===== src/design/dt_pkg.sv =====
// constants and types for descriptor table and gate decode
package dt_pkg;
    typedef enum logic [2:0] {
        OP_LOAD_SEG,
        OP_LOAD_GLOBAL,
        OP_LOAD_LOCAL,
        OP_GATE,
        OP_VECTOR_GATE
    } op_e;

    localparam logic [2:0] TYPE_TASK_STATE_AVAIL = 3'h1;
    localparam logic [2:0] TYPE_LOCAL_TABLE      = 3'h2;
    localparam logic [2:0] TYPE_TASK_STATE_BUSY  = 3'h3;
    localparam logic [2:0] TYPE_CALL_GATE        = 3'h4;
    localparam logic [2:0] TYPE_TASK_GATE        = 3'h5;
    localparam logic [2:0] TYPE_INT_GATE         = 3'h6;
    localparam logic [2:0] TYPE_TRAP_GATE        = 3'h7;

    // access byte and word field positions
    localparam int ACC_BYTE_HI  = 15;
    localparam int ACC_BYTE_LO  = 8;
    localparam int ACC_PRESENT  = 7;
    localparam int ACC_PRIV_HI  = 6;
    localparam int ACC_PRIV_LO  = 5;
    localparam int ACC_SEG      = 4;
    localparam int ACC_EXEC     = 3;
    localparam int ACC_TYPE_HI  = 2;
    localparam int ACC_TYPE_LO  = 0;
    localparam int GATE_TYPE_BIT = 2;
    localparam int BASE_HI_MSB  = 7;
    localparam int WCOUNT_HI    = 4;

    // selector fields
    localparam int SEL_RPL_HI    = 1;
    localparam int SEL_TABLE_BIT = 2;
    localparam int SEL_IDX_HI    = 15;
    localparam int SEL_IDX_LO    = 3;

    localparam logic [2:0]  DESC_FIRST_BYTE = 3'h0;
    localparam logic [2:0]  DESC_LAST_BYTE  = 3'h7;
    localparam logic [1:0]  LAST_WORD       = 2'h2;
    localparam logic [1:0]  FIRST_WORD      = 2'h0;
    localparam logic [23:0] WORD_STEP       = 24'h000002;
    localparam logic [7:0]  ADDR_PAD        = 8'h00;
    localparam logic [15:0] OFS_NONE        = 16'h0000;
    localparam logic [4:0]  WCOUNT_NONE     = 5'h00;
    localparam logic [1:0]  PRIV_TOP        = 2'h0;

    localparam logic [7:0] EXC_NONE        = 8'h00;
    localparam logic [7:0] EXC_NOT_PRESENT = 8'h0B;
    localparam logic [7:0] EXC_GENERAL     = 8'h0D;

    localparam int NUM_SEGS = 4;

    typedef struct packed {
        logic [23:0] base;
        logic [15:0] limit;
        logic [7:0]  access;
    } cache_entry_s;
endpackage


===== src/design/desc_fields_if.sv =====
// descriptor words and their decoded fields
`timescale 1ns/1ps
interface desc_fields_if;
    logic [15:0] word0, word1, word2;
    logic [7:0]  access;
    logic        present, is_seg, is_code;
    logic [1:0]  priv;
    logic [2:0]  sys_type;
    logic [23:0] base;
    logic [15:0] limit, dest_sel, dest_ofs;
    logic [4:0]  wcount;
    modport src (output word0, word1, word2,
                 input access, present, is_seg, is_code, priv,
                 input sys_type, base, limit, dest_sel, dest_ofs, wcount);
    modport dec (input word0, word1, word2,
                 output access, present, is_seg, is_code, priv,
                 output sys_type, base, limit, dest_sel, dest_ofs, wcount);
endinterface


===== src/design/desc_table_unit.sv =====
// descriptor table walker, gate decode and segment descriptor caches
`timescale 1ns/1ps
module desc_table_unit (
    input  wire logic        REF_CLK,
    input  wire logic        RESETN,
    input  wire logic        CMD_VALID,
    input  wire logic [2:0]  CMD_OP,
    input  wire logic [1:0]  CMD_SEG,
    input  wire logic [15:0] CMD_SEL,
    input  wire logic [1:0]  CMD_CPL,
    input  wire logic [23:0] CMD_ADDR,
    input  wire logic        MEM_ACK,
    input  wire logic [15:0] MEM_RDATA,
    input  wire logic [1:0]  XLAT_SEG,
    input  wire logic [15:0] XLAT_OFFSET,
    output logic             BUSY,
    output logic             DONE,
    output logic             EXC_VALID,
    output logic [7:0]       EXC_VECTOR,
    output logic             MEM_REQ,
    output logic             MEM_LOCK,
    output logic [23:0]      MEM_ADDR,
    output logic [2:0]       GATE_KIND,
    output logic [15:0]      GATE_DEST_SEL,
    output logic [15:0]      GATE_DEST_OFS,
    output logic [1:0]       TARGET_PRIV,
    output logic             COPY_EN,
    output logic [4:0]       COPY_WORDS,
    output logic             IF_CLEAR,
    output logic [23:0]      PHYS_ADDR,
    output logic             XLAT_FAULT
);
    typedef enum logic [1:0] {ST_IDLE, ST_FETCH, ST_CHECK} st_e;

    typedef struct packed {
        st_e                 st;
        dt_pkg::op_e         op;
        logic [1:0]          seg;
        logic [1:0]          cpl;
        logic                dest_phase;
        logic [1:0]          widx;
        logic [15:0]         w0, w1, w2;
        logic [23:0]         gbl_base;
        logic [15:0]         gbl_limit;
        logic [23:0]         loc_base;
        logic [15:0]         loc_limit;
        dt_pkg::cache_entry_s [dt_pkg::NUM_SEGS-1:0] cache;
        logic [2:0]          gtype;
        logic [4:0]          gwc;
        logic [15:0]         gofs;
        logic                busy, done, exc_valid, if_clear;
        logic [7:0]          exc_vec;
        logic                mem_req, mem_lock;
        logic [23:0]         mem_addr;
        logic [2:0]          kind;
        logic [15:0]         dsel, dofs;
        logic [1:0]          tpriv;
        logic                copy_en;
        logic [4:0]          copy_words;
        logic [23:0]         phys;
        logic                xfault;
    } state_s;

    state_s        s_reg, s_next;
    desc_fields_if dif ();

    desc_decode u_dec (
        .d (dif.dec)
    );

    assign dif.word0 = s_reg.w0;
    assign dif.word1 = s_reg.w1;
    assign dif.word2 = s_reg.w2;

    // entry address and limit test; MSB flags out of limit
    function automatic logic [24:0] locate(input logic [15:0] sel,
                                           input state_s s);
        logic [23:0] base;
        logic [15:0] limit;
        logic [15:0] last;
        base  = sel[dt_pkg::SEL_TABLE_BIT] ? s.loc_base : s.gbl_base;
        limit = sel[dt_pkg::SEL_TABLE_BIT] ? s.loc_limit : s.gbl_limit;
        last  = {sel[dt_pkg::SEL_IDX_HI:dt_pkg::SEL_IDX_LO],
                 dt_pkg::DESC_LAST_BYTE};
        return {last > limit,
                base + {dt_pkg::ADDR_PAD,
                        sel[dt_pkg::SEL_IDX_HI:dt_pkg::SEL_IDX_LO],
                        dt_pkg::DESC_FIRST_BYTE}};
    endfunction

    always_comb begin
        logic [24:0] loc;
        logic [7:0]  ev;
        logic        start;
        logic        lock;
        logic [23:0] addr;
        logic        ok;
        loc   = '0;
        ev    = dt_pkg::EXC_NONE;
        start = 1'b0;
        lock  = 1'b1;
        addr  = '0;
        ok    = 1'b0;
        s_next = s_reg;
        s_next.done      = 1'b0;
        s_next.exc_valid = 1'b0;
        s_next.if_clear  = 1'b0;
        // translation serves from the cached base only
        s_next.phys   = s_reg.cache[XLAT_SEG].base
                        + {dt_pkg::ADDR_PAD, XLAT_OFFSET};
        s_next.xfault = XLAT_OFFSET > s_reg.cache[XLAT_SEG].limit;
        case (s_reg.st)
            ST_IDLE: begin
                if (CMD_VALID) begin
                    s_next.op         = dt_pkg::op_e'(CMD_OP);
                    s_next.seg        = CMD_SEG;
                    s_next.cpl        = CMD_CPL;
                    s_next.dest_phase = 1'b0;
                    loc = locate(CMD_SEL, s_reg);
                    addr = loc[23:0];
                    case (dt_pkg::op_e'(CMD_OP))
                        dt_pkg::OP_LOAD_GLOBAL: begin
                            if (CMD_CPL != dt_pkg::PRIV_TOP)
                                ev = dt_pkg::EXC_GENERAL;
                            // operand is plain memory, not a descriptor
                            addr = CMD_ADDR;
                            lock = 1'b0;
                        end
                        dt_pkg::OP_LOAD_LOCAL: begin
                            if (CMD_CPL != dt_pkg::PRIV_TOP
                                || CMD_SEL[dt_pkg::SEL_TABLE_BIT]
                                || loc[24])
                                ev = dt_pkg::EXC_GENERAL;
                        end
                        dt_pkg::OP_VECTOR_GATE: begin
                            // gate address comes from the vector table logic
                            addr = CMD_ADDR;
                        end
                        default: begin
                            if (loc[24])
                                ev = dt_pkg::EXC_GENERAL;
                        end
                    endcase
                    start = (ev == dt_pkg::EXC_NONE);
                end
            end
            ST_FETCH: begin
                if (MEM_ACK) begin
                    case (s_reg.widx)
                        2'h0:    s_next.w0 = MEM_RDATA;
                        2'h1:    s_next.w1 = MEM_RDATA;
                        default: s_next.w2 = MEM_RDATA;
                    endcase
                    s_next.widx = s_reg.widx + 2'h1;
                    s_next.mem_addr = s_reg.mem_addr + dt_pkg::WORD_STEP;
                    if (s_reg.widx == dt_pkg::LAST_WORD) begin
                        s_next.st       = ST_CHECK;
                        s_next.mem_req  = 1'b0;
                        s_next.mem_lock = 1'b0;
                    end
                end
            end
            default: begin
                case (s_reg.op)
                    dt_pkg::OP_LOAD_GLOBAL: begin
                        s_next.gbl_limit = dif.limit;
                        s_next.gbl_base  = dif.base;
                    end
                    dt_pkg::OP_LOAD_LOCAL: begin
                        // must be a system local table entry
                        if (dif.is_seg
                            || dif.sys_type != dt_pkg::TYPE_LOCAL_TABLE)
                            ev = dt_pkg::EXC_GENERAL;
                        else if (!dif.present)
                            ev = dt_pkg::EXC_NOT_PRESENT;
                        else begin
                            s_next.loc_base  = dif.base;
                            s_next.loc_limit = dif.limit;
                        end
                    end
                    dt_pkg::OP_LOAD_SEG: begin
                        if (!dif.is_seg)
                            ev = dt_pkg::EXC_GENERAL;
                        else if (!dif.present)
                            ev = dt_pkg::EXC_NOT_PRESENT;
                        else begin
                            s_next.cache[s_reg.seg] = {dif.base, dif.limit,
                                                       dif.access};
                        end
                    end
                    default: begin
                        if (!s_reg.dest_phase) begin
                            if (dif.is_seg
                                || !dif.sys_type[dt_pkg::GATE_TYPE_BIT])
                                ev = dt_pkg::EXC_GENERAL;
                            else if (s_reg.op == dt_pkg::OP_GATE
                                && (dif.sys_type == dt_pkg::TYPE_INT_GATE
                                || dif.sys_type == dt_pkg::TYPE_TRAP_GATE))
                                ev = dt_pkg::EXC_GENERAL;
                            else if (s_reg.op == dt_pkg::OP_VECTOR_GATE
                                && dif.sys_type == dt_pkg::TYPE_CALL_GATE)
                                ev = dt_pkg::EXC_GENERAL;
                            else if (!dif.present)
                                ev = dt_pkg::EXC_NOT_PRESENT;
                            else begin
                                loc = locate(dif.dest_sel, s_reg);
                                if (loc[24])
                                    ev = dt_pkg::EXC_GENERAL;
                                else begin
                                    s_next.gtype      = dif.sys_type;
                                    s_next.gwc        = dif.wcount;
                                    s_next.gofs       = dif.dest_ofs;
                                    s_next.dsel       = dif.dest_sel;
                                    s_next.dest_phase = 1'b1;
                                    addr  = loc[23:0];
                                    start = 1'b1;
                                end
                            end
                        end else begin
                            if (s_reg.gtype == dt_pkg::TYPE_TASK_GATE)
                                ok = !dif.is_seg && (dif.sys_type
                                    == dt_pkg::TYPE_TASK_STATE_AVAIL
                                    || dif.sys_type
                                    == dt_pkg::TYPE_TASK_STATE_BUSY);
                            else
                                ok = dif.is_code;
                            if (!ok)
                                ev = dt_pkg::EXC_GENERAL;
                            else if (!dif.present)
                                ev = dt_pkg::EXC_NOT_PRESENT;
                            else begin
                                s_next.kind  = s_reg.gtype;
                                // target privilege for task state, code
                                s_next.tpriv = dif.priv;
                                // task switch follows; no entry offset
                                s_next.dofs = (s_reg.gtype
                                    == dt_pkg::TYPE_TASK_GATE)
                                    ? dt_pkg::OFS_NONE : s_reg.gofs;
                                s_next.copy_en = (s_reg.gtype
                                    == dt_pkg::TYPE_CALL_GATE)
                                    && (dif.priv < s_reg.cpl);
                                s_next.copy_words = s_next.copy_en
                                    ? s_reg.gwc : dt_pkg::WCOUNT_NONE;
                                s_next.if_clear = (s_reg.gtype
                                    == dt_pkg::TYPE_INT_GATE);
                            end
                        end
                    end
                endcase
                if (!start) begin
                    s_next.st   = ST_IDLE;
                    s_next.busy = 1'b0;
                    s_next.done = (ev == dt_pkg::EXC_NONE);
                end
            end
        endcase
        if (ev != dt_pkg::EXC_NONE) begin
            s_next.exc_valid = 1'b1;
            s_next.exc_vec   = ev;
            s_next.st        = ST_IDLE;
            s_next.busy      = 1'b0;
        end
        if (start) begin
            s_next.st       = ST_FETCH;
            s_next.busy     = 1'b1;
            s_next.widx     = dt_pkg::FIRST_WORD;
            s_next.mem_req  = 1'b1;
            s_next.mem_lock = lock;
            s_next.mem_addr = addr;
        end
    end

    always_ff @(posedge REF_CLK or negedge RESETN) begin
        if (!RESETN)
            s_reg <= '0;
        else
            s_reg <= s_next;
    end

    assign BUSY          = s_reg.busy;
    assign DONE          = s_reg.done;
    assign EXC_VALID     = s_reg.exc_valid;
    assign EXC_VECTOR    = s_reg.exc_vec;
    assign MEM_REQ       = s_reg.mem_req;
    assign MEM_LOCK      = s_reg.mem_lock;
    assign MEM_ADDR      = s_reg.mem_addr;
    assign GATE_KIND     = s_reg.kind;
    assign GATE_DEST_SEL = s_reg.dsel;
    assign GATE_DEST_OFS = s_reg.dofs;
    assign TARGET_PRIV   = s_reg.tpriv;
    assign COPY_EN       = s_reg.copy_en;
    assign COPY_WORDS    = s_reg.copy_words;
    assign IF_CLEAR      = s_reg.if_clear;
    assign PHYS_ADDR     = s_reg.phys;
    assign XLAT_FAULT    = s_reg.xfault;
endmodule


===== src/design/desc_decode.sv =====
// field decoder for segment, system and gate descriptors
`timescale 1ns/1ps
module desc_decode (
    desc_fields_if.dec d
);
    assign d.access   = d.word2[dt_pkg::ACC_BYTE_HI:dt_pkg::ACC_BYTE_LO];
    assign d.present  = d.access[dt_pkg::ACC_PRESENT];
    assign d.priv     = d.access[dt_pkg::ACC_PRIV_HI:dt_pkg::ACC_PRIV_LO];
    assign d.is_seg   = d.access[dt_pkg::ACC_SEG];
    assign d.is_code  = d.access[dt_pkg::ACC_SEG] & d.access[dt_pkg::ACC_EXEC];
    assign d.sys_type = d.access[dt_pkg::ACC_TYPE_HI:dt_pkg::ACC_TYPE_LO];
    assign d.base     = {d.word2[dt_pkg::BASE_HI_MSB:0], d.word1};
    assign d.limit    = d.word0;
    // gate layout reuses the same words
    assign d.wcount   = d.word2[dt_pkg::WCOUNT_HI:0];
    assign d.dest_sel = d.word1;
    assign d.dest_ofs = d.word0;
endmodule


===== config.mk =====
export PLATFORM = sky130hd
export DESIGN_NAME = desc_table_unit
export DESIGN_NICKNAME = d
export VERILOG_FILES = /design/src/design/dt_pkg.sv /design/src/design/desc_fields_if.sv /design/src/design/desc_table_unit.sv /design/src/design/desc_decode.sv
export SDC_FILE = /design/constraint.sdc
export NUM_CORES = 1
export LEC_CHECK = 0
export ABC_AREA = 0
export BUFFER_PORTS_ARGS = -buffer_cell sky130_fd_sc_hd__buf_2
export CAP_MARGIN = 20
export CORE_ASPECT_RATIO = 2
export CORE_MARGIN = 5
export CORE_UTILIZATION = 30
export DETAILED_ROUTE_END_ITERATION = 10
export PLACE_DENSITY_LB_ADDON = 0.12
export SLEW_MARGIN = 20
export SYNTH_ARGS = -nofsm -noshare
export SYNTH_HDL_FRONTEND = slang
export SYNTH_SLANG_ARGS = --single-unit

===== constraint.sdc =====
create_clock -name REF_CLK -period 4.5 [get_ports REF_CLK]
set_input_delay 0.9 -clock REF_CLK [delete_from_list [all_inputs] [get_ports REF_CLK]]
set_output_delay 0.9 -clock REF_CLK [all_outputs]
set_load 0.02 [all_outputs]

==> impl_metrics.py, run 1 <==
metrics = {
    "setup_path": {
        "cp-end-kind": "flip-flop",
        "reg2reg_from": "dif.word1[2]",
        "crit_fanout": 16,
        "reg2reg_depth": 13,
        "r2r_setup_slack_ns": 0.57,
        "crit_start": "dif.word1[2]",
        "reg2reg_to": "MEM_ADDR[17]",
        "cp_slowest_cell": "dfrtp_2",
        "cp.required_ns": 4.99,
        "arrival_ns": 4.42,
        "worstSetupPathType": "flip-flop to flip-flop",
        "path_cells": "buf_12 -> mux2_2 -> ha_1 -> inv_1 -> fa_1 -> nor2b_1 -> o31a_1 -> o311ai_0 -> a31oi_1 -> a21boi_0 -> nor3b_1 -> a211o_1 -> o211ai_1",
        "crit_end": "MEM_ADDR[17]",
        "slowest_delay_ns": 0.72,
        "start_kind": "flip-flop",
    },
    "synthesis": {
        "synth-simple-area-share": 0.09392,
        "synth.avg_cell_area_um2": 11.57,
        "async_reset_ff_frac": 1.000,
        "synthesis.instances": 1942,
        "synth_top_family_by_area": "multiplexers",
        "synth.area.top_cells": "dfrtp_1 (47%), mux2_2 (16%), ha_1 (5.0%)",
        "synth_fa_ha_area_frac": 0.05225,
        "ys_seq_area_frac": 0.4735,
        "mappedNetlistArea_mm2": 0.02246,
        "yosysMostFrequentCell": "dfrtp_1",
        "synth_top_area_frac": 0.4735,
        "synth_compound_area_frac": 0.07826,
        "synth_seq_cells": 425,
        "synth_warnings": 0,
        "synth_cell_types": 74,
        "ys_top_cells_by_count": "dfrtp_1 (425), mux2_2 (316), nand2_1 (235)",
        "synth_edf_count": 0,
        "synth_top_area_cell": "dfrtp_1",
        "synthMuxAreaShare": 0.2186,
        "synth-main-ff-cell": "dfrtp_1",
        "synth_xor_area_frac": 0.02730,
    },
    "routing": {
        "vias": 15210,
        "drt_iter0_markers": 741,
        "ant_nets": 0,
        "drt_pass1_iterations": 5,
        "wirelength_um": 72000,
        "drc": 0,
        "routedWlPerCell_um": 23.74,
        "detail_route.vias_per_cell": 5.016,
    },
    "power": {
        "p_leak_uw": 0.01237,
        "design_power_total_uw": 12990,
        "p_per_area_mw_per_mm2": 509.1,
        "ir_drop_uv": 292.2,
    },
    "sta": {
        "finalClockSkew_ns": 0.02085,
        "post-route-period-util": 0.8741,
        "slew_viol_final": 0,
        "final_hold_viol_count": 0,
        "max_slew_margin": 0.3239,
        "fmax_mhz": 254.2,
        "fin_tns_setup_ns": 0,
        "tightestPinTransition_ns": 1.014,
        "fin_crit_ns": 3.933,
        "grt_setup_unrepaired": "no",
        "setup_violations": 0,
    },
    "global_routing": {
        "overflow": 0,
        "grt_pass1_vias": 16670,
        "grt.total_usage": 0.1776,
        "grt_max_degree": 109,
        "antenna_found_initial": 9,
        "grt_pass1_wl_um": 108600,
    },
    "floorplanning": {
        "coreArea_mm2": 0.07462,
        "io_pins": 191,
        "die-area_mm2": 0.08078,
        "start_util": 0.3010,
        "dieWidth_um": 203.5,
        "fp.dieH_um": 397.0,
        "num_rows": 142,
    },
    "clock_tree": {
        "ctsHoldBuffers": 0,
        "clock_path_buffers": 3,
        "cts_sinks": 425,
        "cts_resized": 0,
        "clock_latency_ns": 0.57,
        "htreeDepth": 2,
        "numCtsBuffers": 42,
        "post_cts_buffers": 0,
        "tritoncts": "built",
        "clkTransAtPathRegs_ns": 0.07,
        "ctsRootBufferMaster": "clkbuf_16",
    },
    "run_status": {
        "outcome": "completed",
    },
    "cells_and_area": {
        "drive_above_1_share": 0.3357,
        "nNetsFinal": 2248,
        "stdcell_area_mm2": 0.02551,
        "largest_register_ffs": 276,
        "final_util": 0.3419,
        "area_growth_pct": 13.59,
    },
    "placement": {
        "dp_hpwl_um": 53860,
        "dpl-instance-area_mm2": 0.02425,
        "gp_congestion": 0.8055,
        "portBuffers": 184,
    },
    "hold_path": {
        "hold_class": "input pin to async pin",
    },
    "flow_run": {
        "drv_cap": 0,
    },
}
area by class of cell:
class	count	area (µm²)
Fill cell	7528	49110
Sequential cell	425	10640
Multi-Input combinational cell	1285	10630
Timing Repair Buffer	263	1612
Tap cell	936	1171
Clock buffer	55	1150
Inverter	54	202.7
Clock inverter	12	103.9
Antenna cell	3	7.507
report_power, final:
| group | internal, µW | switching, µW | leakage, µW |
|---|---|---|---|
| logic | 1720 | 2130 | 0.00604 |
| clock network | 1850 | 1560 | 0.000624 |
| registers | 4550 | 1180 | 0.00571 |
| total | 8120 | 4870 | 0.0124 |
worst max-delay path: cells and delay by family, from the launching register on:
kind	cells	cell delay (ns)
AO/OA/AOI/OAI	6	1.91
adder cells (fa/ha/maj)	2	0.41
multiplexers	1	0.35
AND/OR/NAND/NOR	2	0.15
flip-flops	1	0.72
buffers and inverters	2	0.30
layout by cell type, fill, tap and decap left out, types with 5 or more instances in the layout:
cell type,count
xor2_1,29
a211o_1,7
nor2_1,66
inv_1,54
mux2i_1,45
dfrtp_1,424
clkinv_2,8
mux2_2,316
nand4_1,18
o22ai_1,5
ha_1,89
nand3_1,34
mux4_2,40
buf_12,7
or3_1,7
a21oi_1,48
nand2b_1,11
a22o_1,6
clkbuf_16,42
a21o_1,19
o221ai_1,8
o21ai_0,63
buf_2,183
and2_1,5
xnor2_1,41
o31a_1,8
nand2_1,235
and3_1,7
a211oi_1,12
nand3b_1,8
nor3_1,21
o21a_1,14
buf_4,72
nor2b_1,13
clkbuf_8,5
a22oi_1,5
o211ai_1,13
clkbuf_1,8
a31oi_1,13
per-layer routing:
metal	vias to the layer above	track usage	routed length, µm
met4	4	0.05268	2239
li1	7071	-	-
met5	-	0	27
met3	95	0.02145	2183
met1	7772	0.2020	27980
met2	272	0.3436	39570
kinds of logic after synthesis:
family / Yosys count
and+or+nand+nor: 458
DFF: 425
muxes: 401
AOI/OAI and AO/OA: 260
buffers and inverters: 235
adders and majority gates: 92
xor gates and xnor gates: 70
other: 1
metrics by stage:
step                instances  worst slack (ns)  hold WS (ns)
finish                   3033            0.5666        0.3613
global route             3031            0.4317        0.4601
CTS                      3030            0.5347        0.3990
detailed placement       2963            0.1268        0.4632
global placement         2963           0.09422        0.4590
floorplan                1945           0.08345        0.4448
worst min-delay path by stage:
stage / start / end / slack (ns) / cells past startpoint
detailed placement: GATE_DEST_SEL[12] / GATE_DEST_SEL[12] / 0.46 / 2
floorplan: s_reg[301] / s_reg[301] / 0.44 / 2
global placement: COPY_EN / COPY_EN / 0.46 / 1
CTS: RESETN / PHYS_ADDR[3] / 0.40 / 1
global route: RESETN / PHYS_ADDR[3] / 0.46 / 1
finish: RESETN / PHYS_ADDR[0] / 0.36 / 1
(Power assumes the default switching activity.)
==> run 2: changes to the inputs <==
--- a/config.mk
+++ b/config.mk
@@ -12,8 +12,9 @@
 export CORE_MARGIN = 5
 export CORE_UTILIZATION = 30
 export DETAILED_ROUTE_END_ITERATION = 10
+export GPL_TIMING_DRIVEN = 0
 export PLACE_DENSITY_LB_ADDON = 0.12
-export SLEW_MARGIN = 20
+export SKIP_LAST_GASP = 1
 export SYNTH_ARGS = -nofsm -noshare
 export SYNTH_HDL_FRONTEND = slang
 export SYNTH_SLANG_ARGS = --single-unit
==> impl_metrics.py, run 2 (same netlist as run 1, synthesis figures left out) <==
metrics = {
    "run_status": {
        "outcome": "completed",
    },
    "global_routing": {
        "top_usage_layer": "met2",
        "grt_pass1_vias": 17020,
        "overflow": 0,
        "use_met2": 0.3512,
        "grtUsageMet3": 0.02414,
        "antenna_found_initial": 10,
        "grt_max_degree": 122,
        "grt_use_met1": 0.1987,
        "grt.total_usage": 0.1824,
        "grt_pass1_wl_um": 110200,
    },
    "sta": {
        "hold_ws_ns": 0.3294,
        "fmax_mhz": 229.2,
        "fin_crit_ns": 4.364,
        "max_slew_margin": 0.3148,
        "setup_violations": 0,
        "grt_setup_unrepaired": "no",
        "fin_ws_ns": 0.1363,
        "finalClockSkew_ns": 0.02062,
        "final_hold_viol_count": 0,
        "tightestPinTransition_ns": 1.028,
        "post-route-period-util": 0.9697,
        "slew_viol_final": 0,
    },
    "setup_path": {
        "worstSetupPathType": "input pin to flip-flop",
        "reg2reg_depth": 15,
        "cp.required_ns": 4.99,
        "arrival_ns": 4.85,
        "start_kind": "input pin",
        "cp-end-kind": "flip-flop",
        "crit_fanout": 10,
    },
    "placement": {
        "dpl-instance-area_mm2": 0.02466,
        "dp_hpwl_um": 57570,
        "gp_congestion": 0.8195,
        "portBuffers": 181,
        "dp_cells": 3067,
        "dp_slack_ns": -2.166,
    },
    "power": {
        "power_frac_seq": 0.430,
        "p_per_area_mw_per_mm2": 512.7,
        "design_power_total_uw": 13480,
        "p_leak_uw": 0.01280,
        "swShare": 0.3683,
        "pwr-share-clk": 0.282,
        "ir_drop_uv": 309.7,
        "pwr-share-comb": 0.288,
        "switching_power_uw": 4964,
        "p_int_uw": 8513,
    },
    "floorplanning": {
        "coreArea_mm2": 0.07462,
        "dieWidth_um": 203.5,
        "io_pins": 191,
        "start_util": 0.3010,
        "num_rows": 142,
        "fp.dieH_um": 397.0,
        "die-area_mm2": 0.08078,
    },
    "routing": {
        "drt_iter0_markers": 583,
        "detail_route.vias_per_cell": 4.983,
        "drc": 0,
        "drt_pass1_iterations": 5,
        "routedWlPerCell_um": 23.60,
        "vias": 15700,
        "wirelength_um": 74360,
        "ant_nets": 0,
    },
    "clock_tree": {
        "clock_latency_ns": 0.58,
        "tritoncts": "built",
        "numCtsBuffers": 44,
        "clkTransAtPathRegs_ns": 0.07,
        "clock_path_buffers": 3,
        "cts_sinks": 425,
        "ctsRootBufferMaster": "clkbuf_16",
        "htreeDepth": 2,
    },
    "cells_and_area": {
        "stdcell_area_mm2": 0.02629,
        "nNetsFinal": 2355,
        "nFillCells": 7520,
        "instances_no_fill": 3151,
        "final_cell_mix": "dfrtp_1 (424), mux2_2 (316), nand2_1 (235)",
        "multi_input_area_mm2": 0.01064,
        "register_area_mm2": 0.01064,
        "area_growth_pct": 17.03,
        "drive_above_1_share": 0.3449,
        "final_common_cell": "dfrtp_1",
        "largest_register_ffs": 276,
    },
    "flow_run": {
        "drv_cap": 0,
    },
    "hold_path": {
        "hold_class": "input pin to async pin",
    },
}
[run 2: cell count changes in the layout (fill, tap and decap cells not counted), sizes merged]
cell / delta
clkinvlp: +2
buf: +43
clkbuf: +69
clkinv: +2
bufinv: +2
[run 2: worst max-delay path, stage by stage]
cell and delay [ns]:
clkbuf_2 0.26, buf_4 0.30, buf_2 0.32, clkbuf_4 0.34
mux2i_1 0.16, fa_1 0.42, nor2b_1 0.19, o31a_1 0.28
o22ai_1 0.20, o211ai_1 0.51, nand4_1 0.21, xor2_1 0.21
or4_1 0.41, o211ai_1 0.11
[run 2: timing repair]
item                                    4_1_cts  5_1_grt
endpoints found under the setup margin       84       28
resized for setup                            37       12
pin swaps                                     1        0
buffers inserted                              4        0
hold buffers                                  0        0
cloned                                        0        0
[run 2: area by class of cell]
cell class                 count  area share
antenna                        3   0.0002856
buffer                       178     0.04198
clock buffer                  62     0.04836
clock inverter                18    0.007330
inverter                      54    0.007711
multi-input combinational   1285      0.4048
sequential                   425      0.4046
tap                          936     0.04455
timing repair buffer         190     0.04036
[run 2: worst paths after layout]
kind,start,endpoint,slack [ns]
hold / removal,RESETN,PHYS_ADDR[4],0.33
setup reg to reg,dif.word1[2],MEM_ADDR[16],0.17
hold reg to reg,EXC_VECTOR[1],EXC_VECTOR[1],0.47
min in group REF_CLK,EXC_VECTOR[1],EXC_VECTOR[1],0.47
setup / recovery,CMD_SEL[2],MEM_ADDR[19],0.14
max in group asynchronous,RESETN,s_reg[124],2.40
[run 2: power by group through the flow]
stage               sequential, µW  clock (µW)  combinational, µW
floorplan                     5180           0               2780
global placement              5850           0               3810
detailed placement            5890           0               3870
CTS                           5840        3920               3910
global route                  5910        4050               4260
finish                        5800        3800               3880
[run 2: metrics by stage]
stage               utilization  TNS [ns]
floorplan                     -         0
global placement         0.3290  -2831.62
detailed placement       0.3305   -141.80
CTS                      0.3517         0
global route             0.3522         0
finish                   0.3523         0
[run 2: routing by layer]
metal	share of wire	vias up
li1	-	7291
met1	0.37	7955
met2	0.55	326
met3	0.033	121
met4	0.046	8
met5	0.00082	-
==> run 3: changes to the inputs <==
--- a/config.mk
+++ b/config.mk
@@ -6,12 +6,12 @@
 export NUM_CORES = 1
 export LEC_CHECK = 0
 export ABC_AREA = 0
-export BUFFER_PORTS_ARGS = -buffer_cell sky130_fd_sc_hd__buf_2
 export CAP_MARGIN = 20
 export CORE_ASPECT_RATIO = 2
 export CORE_MARGIN = 5
 export CORE_UTILIZATION = 30
 export DETAILED_ROUTE_END_ITERATION = 10
+export DONT_BUFFER_PORTS = 1
 export GPL_TIMING_DRIVEN = 0
 export PLACE_DENSITY_LB_ADDON = 0.12
 export SKIP_LAST_GASP = 1
==> impl_metrics.py, run 3 (same netlist as run 1, synthesis figures left out) <==
metrics = {
    "setup_path": {
        "crit_fanout": 10,
        "reg2reg_to": "GATE_DEST_SEL[1]",
        "slowest_delay_ns": 0.38,
        "worstSetupPathType": "input pin to flip-flop",
        "start_kind": "input pin",
        "cp.required_ns": 4.96,
        "arrival_ns": 4.84,
        "cp-end-kind": "flip-flop",
        "crit_top_cell": "clkbuf_4",
        "cp_slowest_cell": "o31ai_1",
        "r2r_setup_slack_ns": 0.27,
        "path_buf_inv": 5,
        "reg2reg_from": "dif.word1[2]",
        "reg2reg_depth": 14,
        "path_cells": "clkbuf_2 -> clkbuf_4 -> buf_2 -> clkbuf_4 -> mux2i_1 -> inv_1 -> ha_1 -> a211oi_1 -> o211a_1 -> o31ai_1 -> nand3_1 -> a21boi_0 -> xnor2_1 -> o221ai_1 -> mux2_2",
        "cp_top_family": "buffers and inverters",
    },
    "sta": {
        "tightestPinTransition_ns": 1.643,
        "grt_setup_unrepaired": "no",
        "max_slew_margin": -0.09552,
        "slew_viol_final": 115,
        "fin_crit_ns": 4.375,
        "fin_tns_setup_ns": 0,
        "setup_violations": 0,
        "post-route-period-util": 0.9723,
        "final_hold_viol_count": 0,
        "finalClockSkew_ns": 0.01947,
        "fmax_mhz": 228.6,
        "hold_ws_ns": 0.04993,
        "fin_ws_ns": 0.1247,
    },
    "clock_tree": {
        "numCtsBuffers": 45,
        "clock_path_buffers": 3,
        "ctsHoldBuffers": 0,
        "cts_sinks": 425,
        "clock_latency_ns": 0.58,
        "htreeDepth": 2,
        "ctsRootBufferMaster": "clkbuf_16",
        "clkTransAtPathRegs_ns": 0.06,
        "tritoncts": "built",
    },
    "routing": {
        "drt_iter0_markers": 554,
        "route.met3.wl_um": 3097,
        "wl_met1_um": 26830,
        "wirelength_um": 74070,
        "routedWlPerCell_um": 24.97,
        "vias": 15010,
        "ant_nets": 0,
        "drt_pass1_iterations": 5,
        "drc": 0,
        "top_layer_used": "met5",
        "detail_route.vias_per_cell": 5.061,
        "met2_length_um": 41600,
    },
    "floorplanning": {
        "start_util": 0.3010,
        "coreArea_mm2": 0.07462,
        "die-area_mm2": 0.08078,
        "num_rows": 142,
        "io_pins": 191,
        "fp.dieH_um": 397.0,
        "dieWidth_um": 203.5,
    },
    "hold_path": {
        "hold_class": "input pin to async pin",
    },
    "cells_and_area": {
        "nNetsFinal": 2171,
        "instances_no_fill": 2966,
        "final_common_cell": "dfrtp_1",
        "drive_above_1_share": 0.2893,
        "final_cell_mix": "dfrtp_1 (424), mux2_2 (316), nand2_1 (235)",
        "area_growth_pct": 12.93,
        "largest_register_ffs": 276,
    },
    "global_routing": {
        "antenna_found_initial": 2,
        "grt_max_degree": 426,
        "grt_pass1_vias": 16230,
        "overflow": 0,
        "grt_pass1_wl_um": 108700,
        "grt.total_usage": 0.1806,
    },
    "placement": {
        "portBuffers": 0,
        "dp_hpwl_um": 56600,
        "dp_slack_ns": -2.325,
        "gp_congestion": 0.8299,
        "dp_cells": 2882,
    },
    "run_status": {
        "violations": "max-slew violations",
        "outcome": "finished with violations",
    },
    "power": {
        "p_per_area_mw_per_mm2": 528.5,
        "ir_drop_uv": 232.7,
        "p_leak_uw": 0.01198,
        "design_power_total_uw": 13410,
    },
    "flow_run": {
        "drv_cap": 0,
    },
}
run 3: cell types whose count changed in the layout (fill, tap and decap cells not counted), moves of 2 or more:
cell	previous run	this run
clkbuf_2	6	11
clkbuf_8	6	9
diode_2	3	1
clkbuf_1	59	52
clkinvlp_4	2	6
clkbuf_4	7	5
buf_16	3	0
a21oi_2	2	0
bufinv_16	3	5
buf_2	187	6
run 3: layer usage:
layer | vias to the layer above | track usage
met3 | 99 | 0.03001
met2 | 289 | 0.3587
met1 | 7685 | 0.1896
met4 | 4 | 0.05871
met5 | - | 0
li1 | 6933 | -
run 3: where the power goes:
| group | switching [µW] | total (µW) | internal (µW) |
|---|---|---|---|
| sequential | 1280 | 5830 | 4550 |
| clock | 1690 | 3990 | 2300 |
| combinational | 1900 | 3580 | 1680 |
| total | 4870 | 13400 | 8530 |
run 3: worst max path at each step:
stage	start	end	slack, ns	depth (start not counted)
floorplan	CMD_SEL[2]	MEM_ADDR[22]	0.08	15
global placement	dif.word1[2]	MEM_ADDR[8]	-2.41	15
detailed placement	dif.word1[2]	MEM_ADDR[8]	-2.33	15
CTS	CMD_SEL[2]	MEM_ADDR[6]	0.009	15
global route	CMD_SEL[2]	MEM_ADDR[0]	0.01	15
finish	CMD_SEL[2]	MEM_ADDR[22]	0.12	15
run 3: stage by stage:
step / util / area (µm²)
after CTS: 0.3398 / 25360
after global routing: 0.3399 / 25360
after global placement: 0.3169 / 23650
after detailed placement: 0.3171 / 23660
after floorplan: - / 22470
final: 0.3399 / 25370
run 3: final cells by class:
cell class | instances | area, µm²
well taps | 936 | 1171
inverters | 54 | 202.7
clock buffers | 59 | 1280
fillers | 7495 | 49250
clock inverters | 23 | 277.8
diodes | 1 | 2.502
flip-flops and latches | 425 | 10640
plain buffers | 180 | 1112
repair buffers | 3 | 30.03
multi-input cells | 1285 | 10650
run 3: timing repair:
item,in CTS,in global routing
resized for setup,43,10
pin swaps,2,0
buffers inserted,2,0
setup endpoints to repair,84,59
